==> src/pkg/rcp_consts.svh <==
`ifndef RCP_CONSTS_SVH
`define RCP_CONSTS_SVH
// Register byte offsets.
`define RCP_OFF_MODE   8'h00
`define RCP_OFF_HSTART 8'h04
`define RCP_OFF_HSIZE  8'h08
`define RCP_OFF_VST_EV 8'h0C
`define RCP_OFF_VST_OD 8'h10
`define RCP_OFF_VSIZE  8'h14
`define RCP_OFF_HPER   8'h18
`define RCP_OFF_VPER   8'h1C
`define RCP_OFF_STATUS 8'h20
// Reset values: capture off, external syncs, full 16-bit width.
`define RCP_RST_MODE   8'hF0
`define RCP_RST_HSIZE  16'h0280
`define RCP_RST_VSIZE  16'h01E0
`define RCP_RST_HPER   16'h0320
`define RCP_RST_VPER   16'h020D
// Width of generated sync pulses, in pixels and in lines.
`define RCP_HSYNC_W    16'h0004
`define RCP_VSYNC_W    16'h0002
// Positions in the synchroniser vector.
`define RCP_SYN_PCLK   19
`define RCP_SYN_LINE   18
`define RCP_SYN_FRAME  17
`define RCP_SYN_FIELD  16
`endif

==> src/pkg/rcp_pkg.sv <==
package rcp_pkg;
  // Mode register layout, MSB first.
  typedef struct packed {
    logic [3:0] width_sel;
    logic       pack8;
    logic       alaw;
    logic       int_sync;
    logic       enable;
  } rcp_mode_t;

  // Capture geometry and generated timing.
  typedef struct packed {
    logic [15:0] hstart;
    logic [15:0] hsize;
    logic [15:0] vst_even;
    logic [15:0] vst_odd;
    logic [15:0] vsize;
    logic [15:0] hper;
    logic [15:0] vper;
  } rcp_geom_t;

  // One formatted memory word.
  typedef struct packed {
    logic [31:0] data;
    logic        valid;
  } rcp_word_t;
endpackage

==> src/rcp_capture.sv <==
// The register offsets and the plain strobed port were left to the implementer.
`timescale 1ns/1ps
`include "rcp_consts.svh"
// Overview of operation
// - Raw samples of up to 16 bits are taken from the parallel pixel data input.
// - The width select marks the highest valid input bit and upper bits are ignored.
// - Line and frame syncs are either generated here or taken from outside.
// - The first captured line is programmed separately for even and odd fields.
// - Only pixels inside the programmed window are formatted and sent on.
// - Unpacked pixels sit zero-filled in halfwords, two per word, earlier one low.
// - Optional A-law compression maps 10-bit samples to 8 bits.
// - In packed mode four 8-bit pixels fill a word, earliest in the low byte.
module rcp_capture (
  input  wire logic                I_SYS_CLK,
  input  wire logic                I_RESETN,
  input  wire logic                I_PIX_CLK,
  input  wire logic [15:0]         I_RAW_PIXEL_DATA_IN,
  input  wire logic                I_LINE_SYNC_IN,
  input  wire logic                I_FRAME_SYNC_IN,
  input  wire logic                I_FIELD_IN,
  input  wire logic [7:0]          I_ADDR,
  input  wire logic [31:0]         I_WDATA,
  input  wire logic                I_WR,
  input  wire logic                I_RD,
  output logic [31:0]              O_RDATA,
  output rcp_pkg::rcp_word_t       O_WORD,
  output logic                     O_LINE_SYNC_OUT,
  output logic                     O_LINE_SYNC_OE,
  output logic                     O_FRAME_SYNC_OUT,
  output logic                     O_FRAME_SYNC_OE
);
  import rcp_pkg::*;

  logic [19:0] meta_q, sync_q;
  logic        pclk_prev_q;
  logic        tick;
  rcp_mode_t   mode_q, mode_d;
  rcp_geom_t   geom_q, geom_d;
  logic [31:0] rdata_q, rdata_d;
  logic [15:0] hcnt_q, hcnt_d, vcnt_q, vcnt_d;
  logic        field_q, field_d, hs_prev_q, hs_prev_d, vs_prev_q, vs_prev_d;
  logic        lso_q, lso_d, fso_q, fso_d, oe_q, oe_d;
  logic [15:0] vst, mask, pix;
  logic [7:0]  pix8;
  logic        in_win, line_edge, frame_edge;
  logic [31:0] acc_q, acc_d;
  logic [1:0]  slot_q, slot_d;
  rcp_word_t   word_q, word_d;

  // A-law style companding: 3-bit segment and 5-bit mantissa, monotonic.
  function automatic logic [7:0] rcp_alaw(input logic [9:0] x);
    logic [7:0] r;
    r = {3'h0, x[4:0]};
    for (int k = 1; k <= 5; k++) begin
      if (x[k+4]) begin
        r = {k[2:0], 5'((x >> (k - 1)) & 10'h01F)};
      end
    end
    return r;
  endfunction

  // Every sensor-side input passes two flops; the first stage feeds only the second.
  always_ff @(posedge I_SYS_CLK or negedge I_RESETN) begin
    if (!I_RESETN) begin
      meta_q      <= 20'h00000;
      sync_q      <= 20'h00000;
      pclk_prev_q <= 1'b0;
    end else begin
      meta_q      <= {I_PIX_CLK, I_LINE_SYNC_IN, I_FRAME_SYNC_IN, I_FIELD_IN,
                      I_RAW_PIXEL_DATA_IN};
      sync_q      <= meta_q;
      pclk_prev_q <= sync_q[`RCP_SYN_PCLK];
    end
  end

  // Data travels through the same two stages as the clock, so they stay aligned.
  assign tick = sync_q[`RCP_SYN_PCLK] & ~pclk_prev_q;

  // Register writes and one-cycle read answers; unmapped reads give zero.
  always_comb begin
    mode_d  = mode_q;
    geom_d  = geom_q;
    rdata_d = 32'h00000000;
    if (I_WR) begin
      unique case (I_ADDR)
        `RCP_OFF_MODE:   mode_d          = I_WDATA[7:0];
        `RCP_OFF_HSTART: geom_d.hstart   = I_WDATA[15:0];
        `RCP_OFF_HSIZE:  geom_d.hsize    = I_WDATA[15:0];
        `RCP_OFF_VST_EV: geom_d.vst_even = I_WDATA[15:0];
        `RCP_OFF_VST_OD: geom_d.vst_odd  = I_WDATA[15:0];
        `RCP_OFF_VSIZE:  geom_d.vsize    = I_WDATA[15:0];
        `RCP_OFF_HPER:   geom_d.hper     = I_WDATA[15:0];
        `RCP_OFF_VPER:   geom_d.vper     = I_WDATA[15:0];
        default: ;
      endcase
    end
    if (I_RD) begin
      unique case (I_ADDR)
        `RCP_OFF_MODE:   rdata_d = {24'h000000, mode_q};
        `RCP_OFF_HSTART: rdata_d = {16'h0000, geom_q.hstart};
        `RCP_OFF_HSIZE:  rdata_d = {16'h0000, geom_q.hsize};
        `RCP_OFF_VST_EV: rdata_d = {16'h0000, geom_q.vst_even};
        `RCP_OFF_VST_OD: rdata_d = {16'h0000, geom_q.vst_odd};
        `RCP_OFF_VSIZE:  rdata_d = {16'h0000, geom_q.vsize};
        `RCP_OFF_HPER:   rdata_d = {16'h0000, geom_q.hper};
        `RCP_OFF_VPER:   rdata_d = {16'h0000, geom_q.vper};
        `RCP_OFF_STATUS: rdata_d = {14'h0000, field_q, in_win, vcnt_q};
        default:         rdata_d = 32'h00000000;
      endcase
    end
  end

  always_ff @(posedge I_SYS_CLK or negedge I_RESETN) begin
    if (!I_RESETN) begin
      mode_q  <= `RCP_RST_MODE;
      geom_q  <= {16'h0000, `RCP_RST_HSIZE, 16'h0000, 16'h0000, `RCP_RST_VSIZE,
                  `RCP_RST_HPER, `RCP_RST_VPER};
      rdata_q <= 32'h00000000;
    end else begin
      mode_q  <= mode_d;
      geom_q  <= geom_d;
      rdata_q <= rdata_d;
    end
  end

  // Sync edges are judged only on pixel ticks so glitches between ticks are ignored.
  assign line_edge  = sync_q[`RCP_SYN_LINE] & ~hs_prev_q;
  assign frame_edge = sync_q[`RCP_SYN_FRAME] & ~vs_prev_q;

  // Pixel and line counters, from outside syncs or from the generated timing.
  always_comb begin
    hcnt_d    = hcnt_q;
    vcnt_d    = vcnt_q;
    field_d   = field_q;
    hs_prev_d = hs_prev_q;
    vs_prev_d = vs_prev_q;
    lso_d     = lso_q & mode_q.int_sync; // Drop at once on a switch to outside syncs.
    fso_d     = fso_q & mode_q.int_sync;
    oe_d      = mode_q.int_sync;
    if (!mode_q.enable) begin
      hcnt_d = 16'h0000;
      vcnt_d = 16'h0000;
      lso_d  = 1'b0;
      fso_d  = 1'b0;
    end else if (tick) begin
      hs_prev_d = sync_q[`RCP_SYN_LINE];
      vs_prev_d = sync_q[`RCP_SYN_FRAME];
      if (mode_q.int_sync) begin
        // Generated timing: fixed periods, field flips every frame.
        if (hcnt_q >= geom_q.hper - 16'h0001) begin
          hcnt_d = 16'h0000;
          if (vcnt_q >= geom_q.vper - 16'h0001) begin
            vcnt_d  = 16'h0000;
            field_d = ~field_q;
          end else begin
            vcnt_d = vcnt_q + 16'h0001;
          end
        end else begin
          hcnt_d = hcnt_q + 16'h0001;
        end
        lso_d = hcnt_d < `RCP_HSYNC_W;
        fso_d = vcnt_d < `RCP_VSYNC_W;
      end else begin
        // Outside syncs: rising edges restart the counts, frame edge wins.
        if (hcnt_q != 16'hFFFF) begin
          hcnt_d = hcnt_q + 16'h0001;
        end
        if (line_edge) begin
          hcnt_d = 16'h0000;
          vcnt_d = vcnt_q + 16'h0001;
        end
        if (frame_edge) begin
          vcnt_d  = 16'h0000;
          field_d = sync_q[`RCP_SYN_FIELD];
        end
        lso_d = 1'b0;
        fso_d = 1'b0;
      end
    end
  end

  always_ff @(posedge I_SYS_CLK or negedge I_RESETN) begin
    if (!I_RESETN) begin
      hcnt_q    <= 16'h0000;
      vcnt_q    <= 16'h0000;
      field_q   <= 1'b0;
      hs_prev_q <= 1'b0;
      vs_prev_q <= 1'b0;
      lso_q     <= 1'b0;
      fso_q     <= 1'b0;
      oe_q      <= 1'b0;
    end else begin
      hcnt_q    <= hcnt_d;
      vcnt_q    <= vcnt_d;
      field_q   <= field_d;
      hs_prev_q <= hs_prev_d;
      vs_prev_q <= vs_prev_d;
      lso_q     <= lso_d;
      fso_q     <= fso_d;
      oe_q      <= oe_d;
    end
  end

  // Window test and sample shaping.
  assign vst    = field_q ? geom_q.vst_odd : geom_q.vst_even;
  assign in_win = mode_q.enable
               && ({1'b0, hcnt_q} >= {1'b0, geom_q.hstart})
               && ({1'b0, hcnt_q} < {1'b0, geom_q.hstart} + {1'b0, geom_q.hsize})
               && ({1'b0, vcnt_q} >= {1'b0, vst})
               && ({1'b0, vcnt_q} < {1'b0, vst} + {1'b0, geom_q.vsize});
  assign mask   = 16'hFFFF >> (4'hF - mode_q.width_sel);
  assign pix    = sync_q[15:0] & mask;
  assign pix8   = mode_q.alaw ? rcp_alaw(pix[9:0]) : pix[7:0];

  // Word packer; a partial word is flushed when a line leaves the window.
  always_comb begin
    acc_d  = acc_q;
    slot_d = slot_q;
    word_d = '0;
    if (tick && in_win) begin
      if (mode_q.pack8) begin
        acc_d[8*slot_q +: 8] = pix8;
        slot_d = slot_q + 2'h1;
        if (slot_q == 2'h3) begin
          word_d = '{data: acc_d, valid: 1'b1};
          acc_d  = 32'h00000000;
        end
      end else begin
        acc_d[16*slot_q[0] +: 16] = mode_q.alaw ? {8'h00, pix8} : pix;
        slot_d = {1'b0, ~slot_q[0]};
        if (slot_q[0]) begin
          word_d = '{data: acc_d, valid: 1'b1};
          acc_d  = 32'h00000000;
        end
      end
    end else if (tick && slot_q != 2'h0) begin
      word_d = '{data: acc_q, valid: 1'b1};
      acc_d  = 32'h00000000;
      slot_d = 2'h0;
    end
  end

  always_ff @(posedge I_SYS_CLK or negedge I_RESETN) begin
    if (!I_RESETN) begin
      acc_q  <= 32'h00000000;
      slot_q <= 2'h0;
      word_q <= '0;
    end else begin
      acc_q  <= acc_d;
      slot_q <= slot_d;
      word_q <= word_d;
    end
  end

  assign O_RDATA          = rdata_q;
  assign O_WORD           = word_q;
  assign O_LINE_SYNC_OUT  = lso_q;
  assign O_FRAME_SYNC_OUT = fso_q;
  assign O_LINE_SYNC_OE   = oe_q;
  assign O_FRAME_SYNC_OE  = oe_q;

  // Checks on the block's outputs and internal state.
  AST_WORD_AFTER_TICK: assert property (@(posedge I_SYS_CLK) disable iff (!I_RESETN)
    word_q.valid |-> $past(tick)) else $error("Word emitted without a pixel tick.");
  AST_WORD_ONE_CYCLE: assert property (@(posedge I_SYS_CLK) disable iff (!I_RESETN)
    word_q.valid |=> !word_q.valid [*2]) else $error("Word valid longer than one cycle.");
  AST_MASK_UPPER: assert property (@(posedge I_SYS_CLK) disable iff (!I_RESETN)
    tick |-> (pix & ~mask) == 16'h0000 && (pix >> mode_q.width_sel) <= 16'h0001)
    else $error("Bits above the selected width leaked.");
  AST_HALF_PAIR: assert property (@(posedge I_SYS_CLK) disable iff (!I_RESETN)
    tick && in_win && !mode_q.pack8 && slot_q == 2'h1 && !mode_q.alaw
    |=> word_q.valid && word_q.data[31:16] == $past(pix))
    else $error("Second pixel not in upper halfword.");
  AST_ALAW_ZERO: assert property (@(posedge I_SYS_CLK) disable iff (!I_RESETN)
    word_q.valid && $past(mode_q.alaw && !mode_q.pack8 && in_win)
    |-> word_q.data[31:24] == 8'h00 && word_q.data[15:8] == 8'h00)
    else $error("Compressed pixel wider than 8 bits.");
  AST_PACK_FOURTH: assert property (@(posedge I_SYS_CLK) disable iff (!I_RESETN)
    tick && in_win && mode_q.pack8 && slot_q == 2'h3
    |=> word_q.valid && word_q.data[31:24] == $past(pix8))
    else $error("Fourth byte not in the top lane.");
  AST_SYNC_OE: assert property (@(posedge I_SYS_CLK) disable iff (!I_RESETN)
    ##1 O_LINE_SYNC_OE == $past(mode_q.int_sync) && (O_LINE_SYNC_OE || !O_LINE_SYNC_OUT))
    else $error("Sync drive does not follow the mode.");
  AST_EXT_LINE: assert property (@(posedge I_SYS_CLK) disable iff (!I_RESETN)
    mode_q.enable && !mode_q.int_sync && tick && line_edge && !frame_edge
    |=> hcnt_q == 16'h0000 && vcnt_q == $past(vcnt_q) + 16'h0001)
    else $error("Outside line sync did not restart the line.");
  AST_FIELD_START: assert property (@(posedge I_SYS_CLK) disable iff (!I_RESETN)
    in_win |-> vcnt_q >= (field_q ? geom_q.vst_odd : geom_q.vst_even))
    else $error("Capture began above the field start line.");
  COV_PACK8: cover property (@(posedge I_SYS_CLK) disable iff (!I_RESETN)
    word_q.valid && mode_q.pack8);
  COV_ALAW: cover property (@(posedge I_SYS_CLK) disable iff (!I_RESETN)
    word_q.valid && mode_q.alaw);
  COV_FRAME_EDGE: cover property (@(posedge I_SYS_CLK) disable iff (!I_RESETN)
    tick && frame_edge && !mode_q.int_sync);
  COV_FLUSH: cover property (@(posedge I_SYS_CLK) disable iff (!I_RESETN)
    tick && !in_win && slot_q != 2'h0);
endmodule
==> config.mk <==
export PLATFORM = sky130hd
export DESIGN_NAME = rcp_capture
export DESIGN_NICKNAME = d
export VERILOG_FILES = /design/src/pkg/rcp_pkg.sv /design/src/rcp_capture.sv
export VERILOG_INCLUDE_DIRS = /design/src /design/src/pkg
export SDC_FILE = /design/constraint.sdc
export NUM_CORES = 1
export LEC_CHECK = 0
export BUFFER_PORTS_ARGS = -buffer_cell sky130_fd_sc_hd__buf_2
export CAP_MARGIN = 10
export CORE_ASPECT_RATIO = 0.75
export CORE_MARGIN = 2
export CORE_UTILIZATION = 50
export DETAILED_ROUTE_END_ITERATION = 8
export PLACE_DENSITY = 0.66
export SLEW_MARGIN = 20
export SYNTH_ARGS = -nofsm -noshare
export SYNTH_HDL_FRONTEND = slang
export SYNTH_SLANG_ARGS = --single-unit
==> constraint.sdc <==
create_clock -name I_SYS_CLK -period 9.89 [get_ports I_SYS_CLK]
set_input_delay 1.4835 -clock I_SYS_CLK [delete_from_list [all_inputs] [get_ports I_SYS_CLK]]
set_output_delay 1.4835 -clock I_SYS_CLK [all_outputs]
set_load 0.05 [all_outputs]
==> flow_metrics.env <==
export IMPL_dieHeight_um=170
export IMPL_cts_resized=0
export IMPL_startpoint="field_q$_DFFE_PN0P_"
export IMPL_fill_cells=3171
export IMPL_grt_pass1_vias=14400
export IMPL_core_sq_um=36000
export IMPL_rr_worst_depth=21
export IMPL_clkPwrFrac_pct=41.6
export IMPL_vias_per_cell=6.40
export IMPL_hold_violations=0
export IMPL_powerDensity_nw_per_um2=146
export IMPL_p_switching_w=0.000838
export IMPL_initial_utilization_pct=50.9
export IMPL_clkTransAtPathRegs_ns=0.06
export IMPL_ctsHoldBuffers=0
export IMPL_arrival_ns=6.57
export IMPL_critPathCaptureType="register"
export IMPL_syn_cell_area_sq_um=18300
export IMPL_track_usage_pct=28.5
export IMPL_clkSinkCount=284
export IMPL_path_max_fanout=34
export IMPL_antenna_found_initial=1
export IMPL_fmax_mhz=163
export IMPL_grt_pass1_wl_um=84000
export IMPL_synth_main_ff_cell="dfrtp_1"
export IMPL_layout_nets=2106
export IMPL_async_flop_share_pct=100
export IMPL_p_sw_share_pct=28.5
export IMPL_highest_layer="met4"
export IMPL_yosysSeqAreaShare_pct=39.0
export IMPL_cell_internal_pwr_w=0.00210
export IMPL_finish_utilization_pct=56.0
export IMPL_synth_edf_count=0
export IMPL_fin_crit_sh_pct=62.1
export IMPL_wirelength_um=54500
export IMPL_synthCells=1833
export IMPL_crit_buf_inv=2
export IMPL_grt_start_max_net_pins=121
export IMPL_clockRootBuffer="clkbuf_16"
export IMPL_syn2layout_area_growth_pct=10.2
export IMPL_startpoint_type="register"
export IMPL_setup_viol=0
export IMPL_synth_seq_cells=284
export IMPL_synth_area_leaders="dfrtp_1 (37%), ha_1 (9.3%), mux2_2 (7.7%)"
export IMPL_gp_congestion=0.929
export IMPL_period_minus_slack_ns=6.14
export IMPL_cts_tree="built"
export IMPL_holdCritPathClass="reg -> reg"
export IMPL_setup_tns_ns=0
export IMPL_port_buffers=102
export IMPL_synth_most_common_cell="dfrtp_1"
export IMPL_cts_buffers_inserted=30
export IMPL_ant_nets=0
export IMPL_p_comb_share_pct=16.1
export IMPL_ioPinCount=133
export IMPL_rows=60
export IMPL_drive_gt1_share_pct=18.7
export IMPL_cp_cell_sequence="buf_4 > mux2_2 > ha_1 > fa_1 > a211oi_1 > o21ai_1 > a31o_2 > o21ai_0 > nand2b_1 > a21oi_1 > o21ai_0 > xnor2_1 > ha_1 > a21o_1 > nor4_1 > o21ai_1 > and3_4 > nor4_4 > buf_4 > nand2_2 > o311ai_1"
export IMPL_dieArea_sq_um=38100
export IMPL_path_class="reg -> reg"
export IMPL_wl_met3_um=4650
export IMPL_avgSynthCellArea_sq_um=9.98
export IMPL_cts_path_max_buffers=3
export IMPL_synth_common_cells="dfrtp_1 (267), ha_1 (136), mux2_2 (125)"
export IMPL_max_cap_violations=0
export IMPL_finalClockSkew_ns=0.0238
export IMPL_r2r_end="O_WORD[9]$_DFF_PN0_"
export IMPL_diodes=0
export IMPL_ys_warn_count=0
export IMPL_worstMarginPinSlew_ns=1.21
export IMPL_h_tree_depth=1
export IMPL_slew_viol_final=0
export IMPL_cp_slowest_stage_delay_ns=0.56
export IMPL_slowest_stage="o311ai_1"
export IMPL_clock_latency_ns=0.59
export IMPL_crit_family="compound AO/OA/AOI/OAI gates"
export IMPL_p_leak_nw=9.21
export IMPL_drtIter0Drc=1649
export IMPL_drc=0
export IMPL_power_frac_seq_pct=42.3
export IMPL_reg2reg_from="field_q$_DFFE_PN0P_"
export IMPL_avgRoutedWirePerCell_um=22.8
export IMPL_status="finished, final reports clean"
export IMPL_first_pass_iters=6
export IMPL_final_area_sq_um=20200
export IMPL_post_cts_buffers=0
export IMPL_worstPathRequired_ns=10.32
export IMPL_synth_cell_types=98
export IMPL_worstSetupEndpoint="O_WORD[9]$_DFF_PN0_"
export IMPL_wl_met2_um=22500
export IMPL_die_width_um=225
export IMPL_yosysTopAreaCellShare_pct=36.5
export IMPL_rrSetupSlack_ns=3.75
export IMPL_rsz0062_at_grt="no"
export IMPL_vias=15300
export IMPL_placed_area_sq_um=19100
export IMPL_ir_drop_mv=0.148
export IMPL_worst_path_stages=21
export IMPL_dp_hpwl_um=40200
export IMPL_met1_length_um=26300
export IMPL_grt_overflow=0
export IMPL_netlist_top_cell_by_area="dfrtp_1"
export IMPL_relSlewSlack_pct=19.4
-- final cells by class --
class | instances | area, sq um | area share [%]
Clock buffer | 43 | 830 | 4.12
Clock inverter | 12 | 224 | 1.11
Tap cell | 465 | 582 | 2.89
Multi-Input combinational cell | 1370 | 10300 | 51.3
Inverter | 92 | 345 | 1.71
Timing Repair Buffer | 126 | 701 | 3.48
Sequential cell | 284 | 7130 | 35.4
-- power by group through the flow --
stage / registers, W / clock network [W] / logic [W]
after floorplan: 0.00125 / 0 / 0.000330
after global placement: 0.00126 / 0 / 0.000452
after detailed placement: 0.00126 / 0 / 0.000464
after CTS: 0.00124 / 0.00124 / 0.000467
after global routing: 0.00125 / 0.00129 / 0.000517
final: 0.00124 / 0.00122 / 0.000473
-- placed cells by master (no fill, tap or decap), drive strengths merged, types with 11 or more instances in the layout --
cell / Yosys / final
or4: 36 / 36
dfrtp: 267 / 267
a22oi: 28 / 28
a31oi: 44 / 44
nand2: 123 / 123
nor2: 88 / 88
nor3: 35 / 35
dfstp: 17 / 17
conb: 1 / 14
a22o: 30 / 30
nand3: 53 / 53
inv: 92 / 92
nand4: 25 / 25
xor2: 30 / 30
a21o: 17 / 17
a221oi: 11 / 11
o211ai: 30 / 30
clkbuf: 52 / 43
nand2b: 19 / 19
nor4: 20 / 20
mux2: 125 / 125
xnor2: 33 / 33
o221ai: 22 / 22
ha: 136 / 136
o31a: 12 / 12
o21ai: 105 / 105
o22ai: 32 / 32
o21a: 14 / 14
mux2i: 33 / 33
or3: 14 / 14
and3: 12 / 12
a21oi: 74 / 74
nor2b: 15 / 15
buf: 48 / 126
and2: 13 / 13
-- metal layers --
metal	track usage, %	vias up
li1	-	7051
met1	44.8	7586
met2	40.1	592
met3	5.42	77
met4	6.28	0
met5	0	-
-- registers in the layout (all words and copies together), names as in the netlist, 2 cells and up --
signal / flops
geom_q: 112
O_WORD: 33
acc_q: 32
meta_q: 20
sync_q: 20
O_RDATA: 18
hcnt_q: 16
vcnt_q: 16
mode_q: 7
slot_q: 2
-- cell families (layout without fill, tap and decap cells) --
logic type | count (synthesis) | in the layout | share of synthesized area [%]
and+or+nand+nor | 488 | 488 | 14.5
other | 1 | 14 | 0.0205
buffers and inverters | 192 | 273 | 4.74
xor gates and xnor gates | 63 | 63 | 3.02
AOI/OAI and AO/OA | 509 | 509 | 19.7
DFF | 284 | 284 | 39.0
muxes | 158 | 158 | 9.50
adders and majority gates | 138 | 138 | 9.52
-- how the worst min path moves through the flow --
stage,from,end,depth (start not counted),slack (ns)
floorplan,meta_q[0]$_DFF_PN0_,sync_q[0]$_DFF_PN0_,0,0.33
global placement,meta_q[13]$_DFF_PN0_,sync_q[13]$_DFF_PN0_,0,0.33
detailed placement,meta_q[11]$_DFF_PN0_,sync_q[11]$_DFF_PN0_,0,0.33
CTS,meta_q[3]$_DFF_PN0_,sync_q[3]$_DFF_PN0_,0,0.34
global route,meta_q[3]$_DFF_PN0_,sync_q[3]$_DFF_PN0_,0,0.35
finish,meta_q[3]$_DFF_PN0_,sync_q[3]$_DFF_PN0_,0,0.34
-- metrics by stage --
stage | setup slack [ns] | hold WS (ns) | power [W] | cells
final | 3.75 | 0.344 | 0.00294 | 2392
after global routing | 3.29 | 0.346 | 0.00305 | 2392
after CTS | 3.83 | 0.343 | 0.00295 | 2392
after detailed placement | 3.84 | 0.335 | 0.00173 | 2337
after global placement | 3.94 | 0.334 | 0.00171 | 2337
after floorplan | 4.98 | 0.331 | 0.00158 | 1846
No activity file was read; power rests on OpenSTA's default activity.
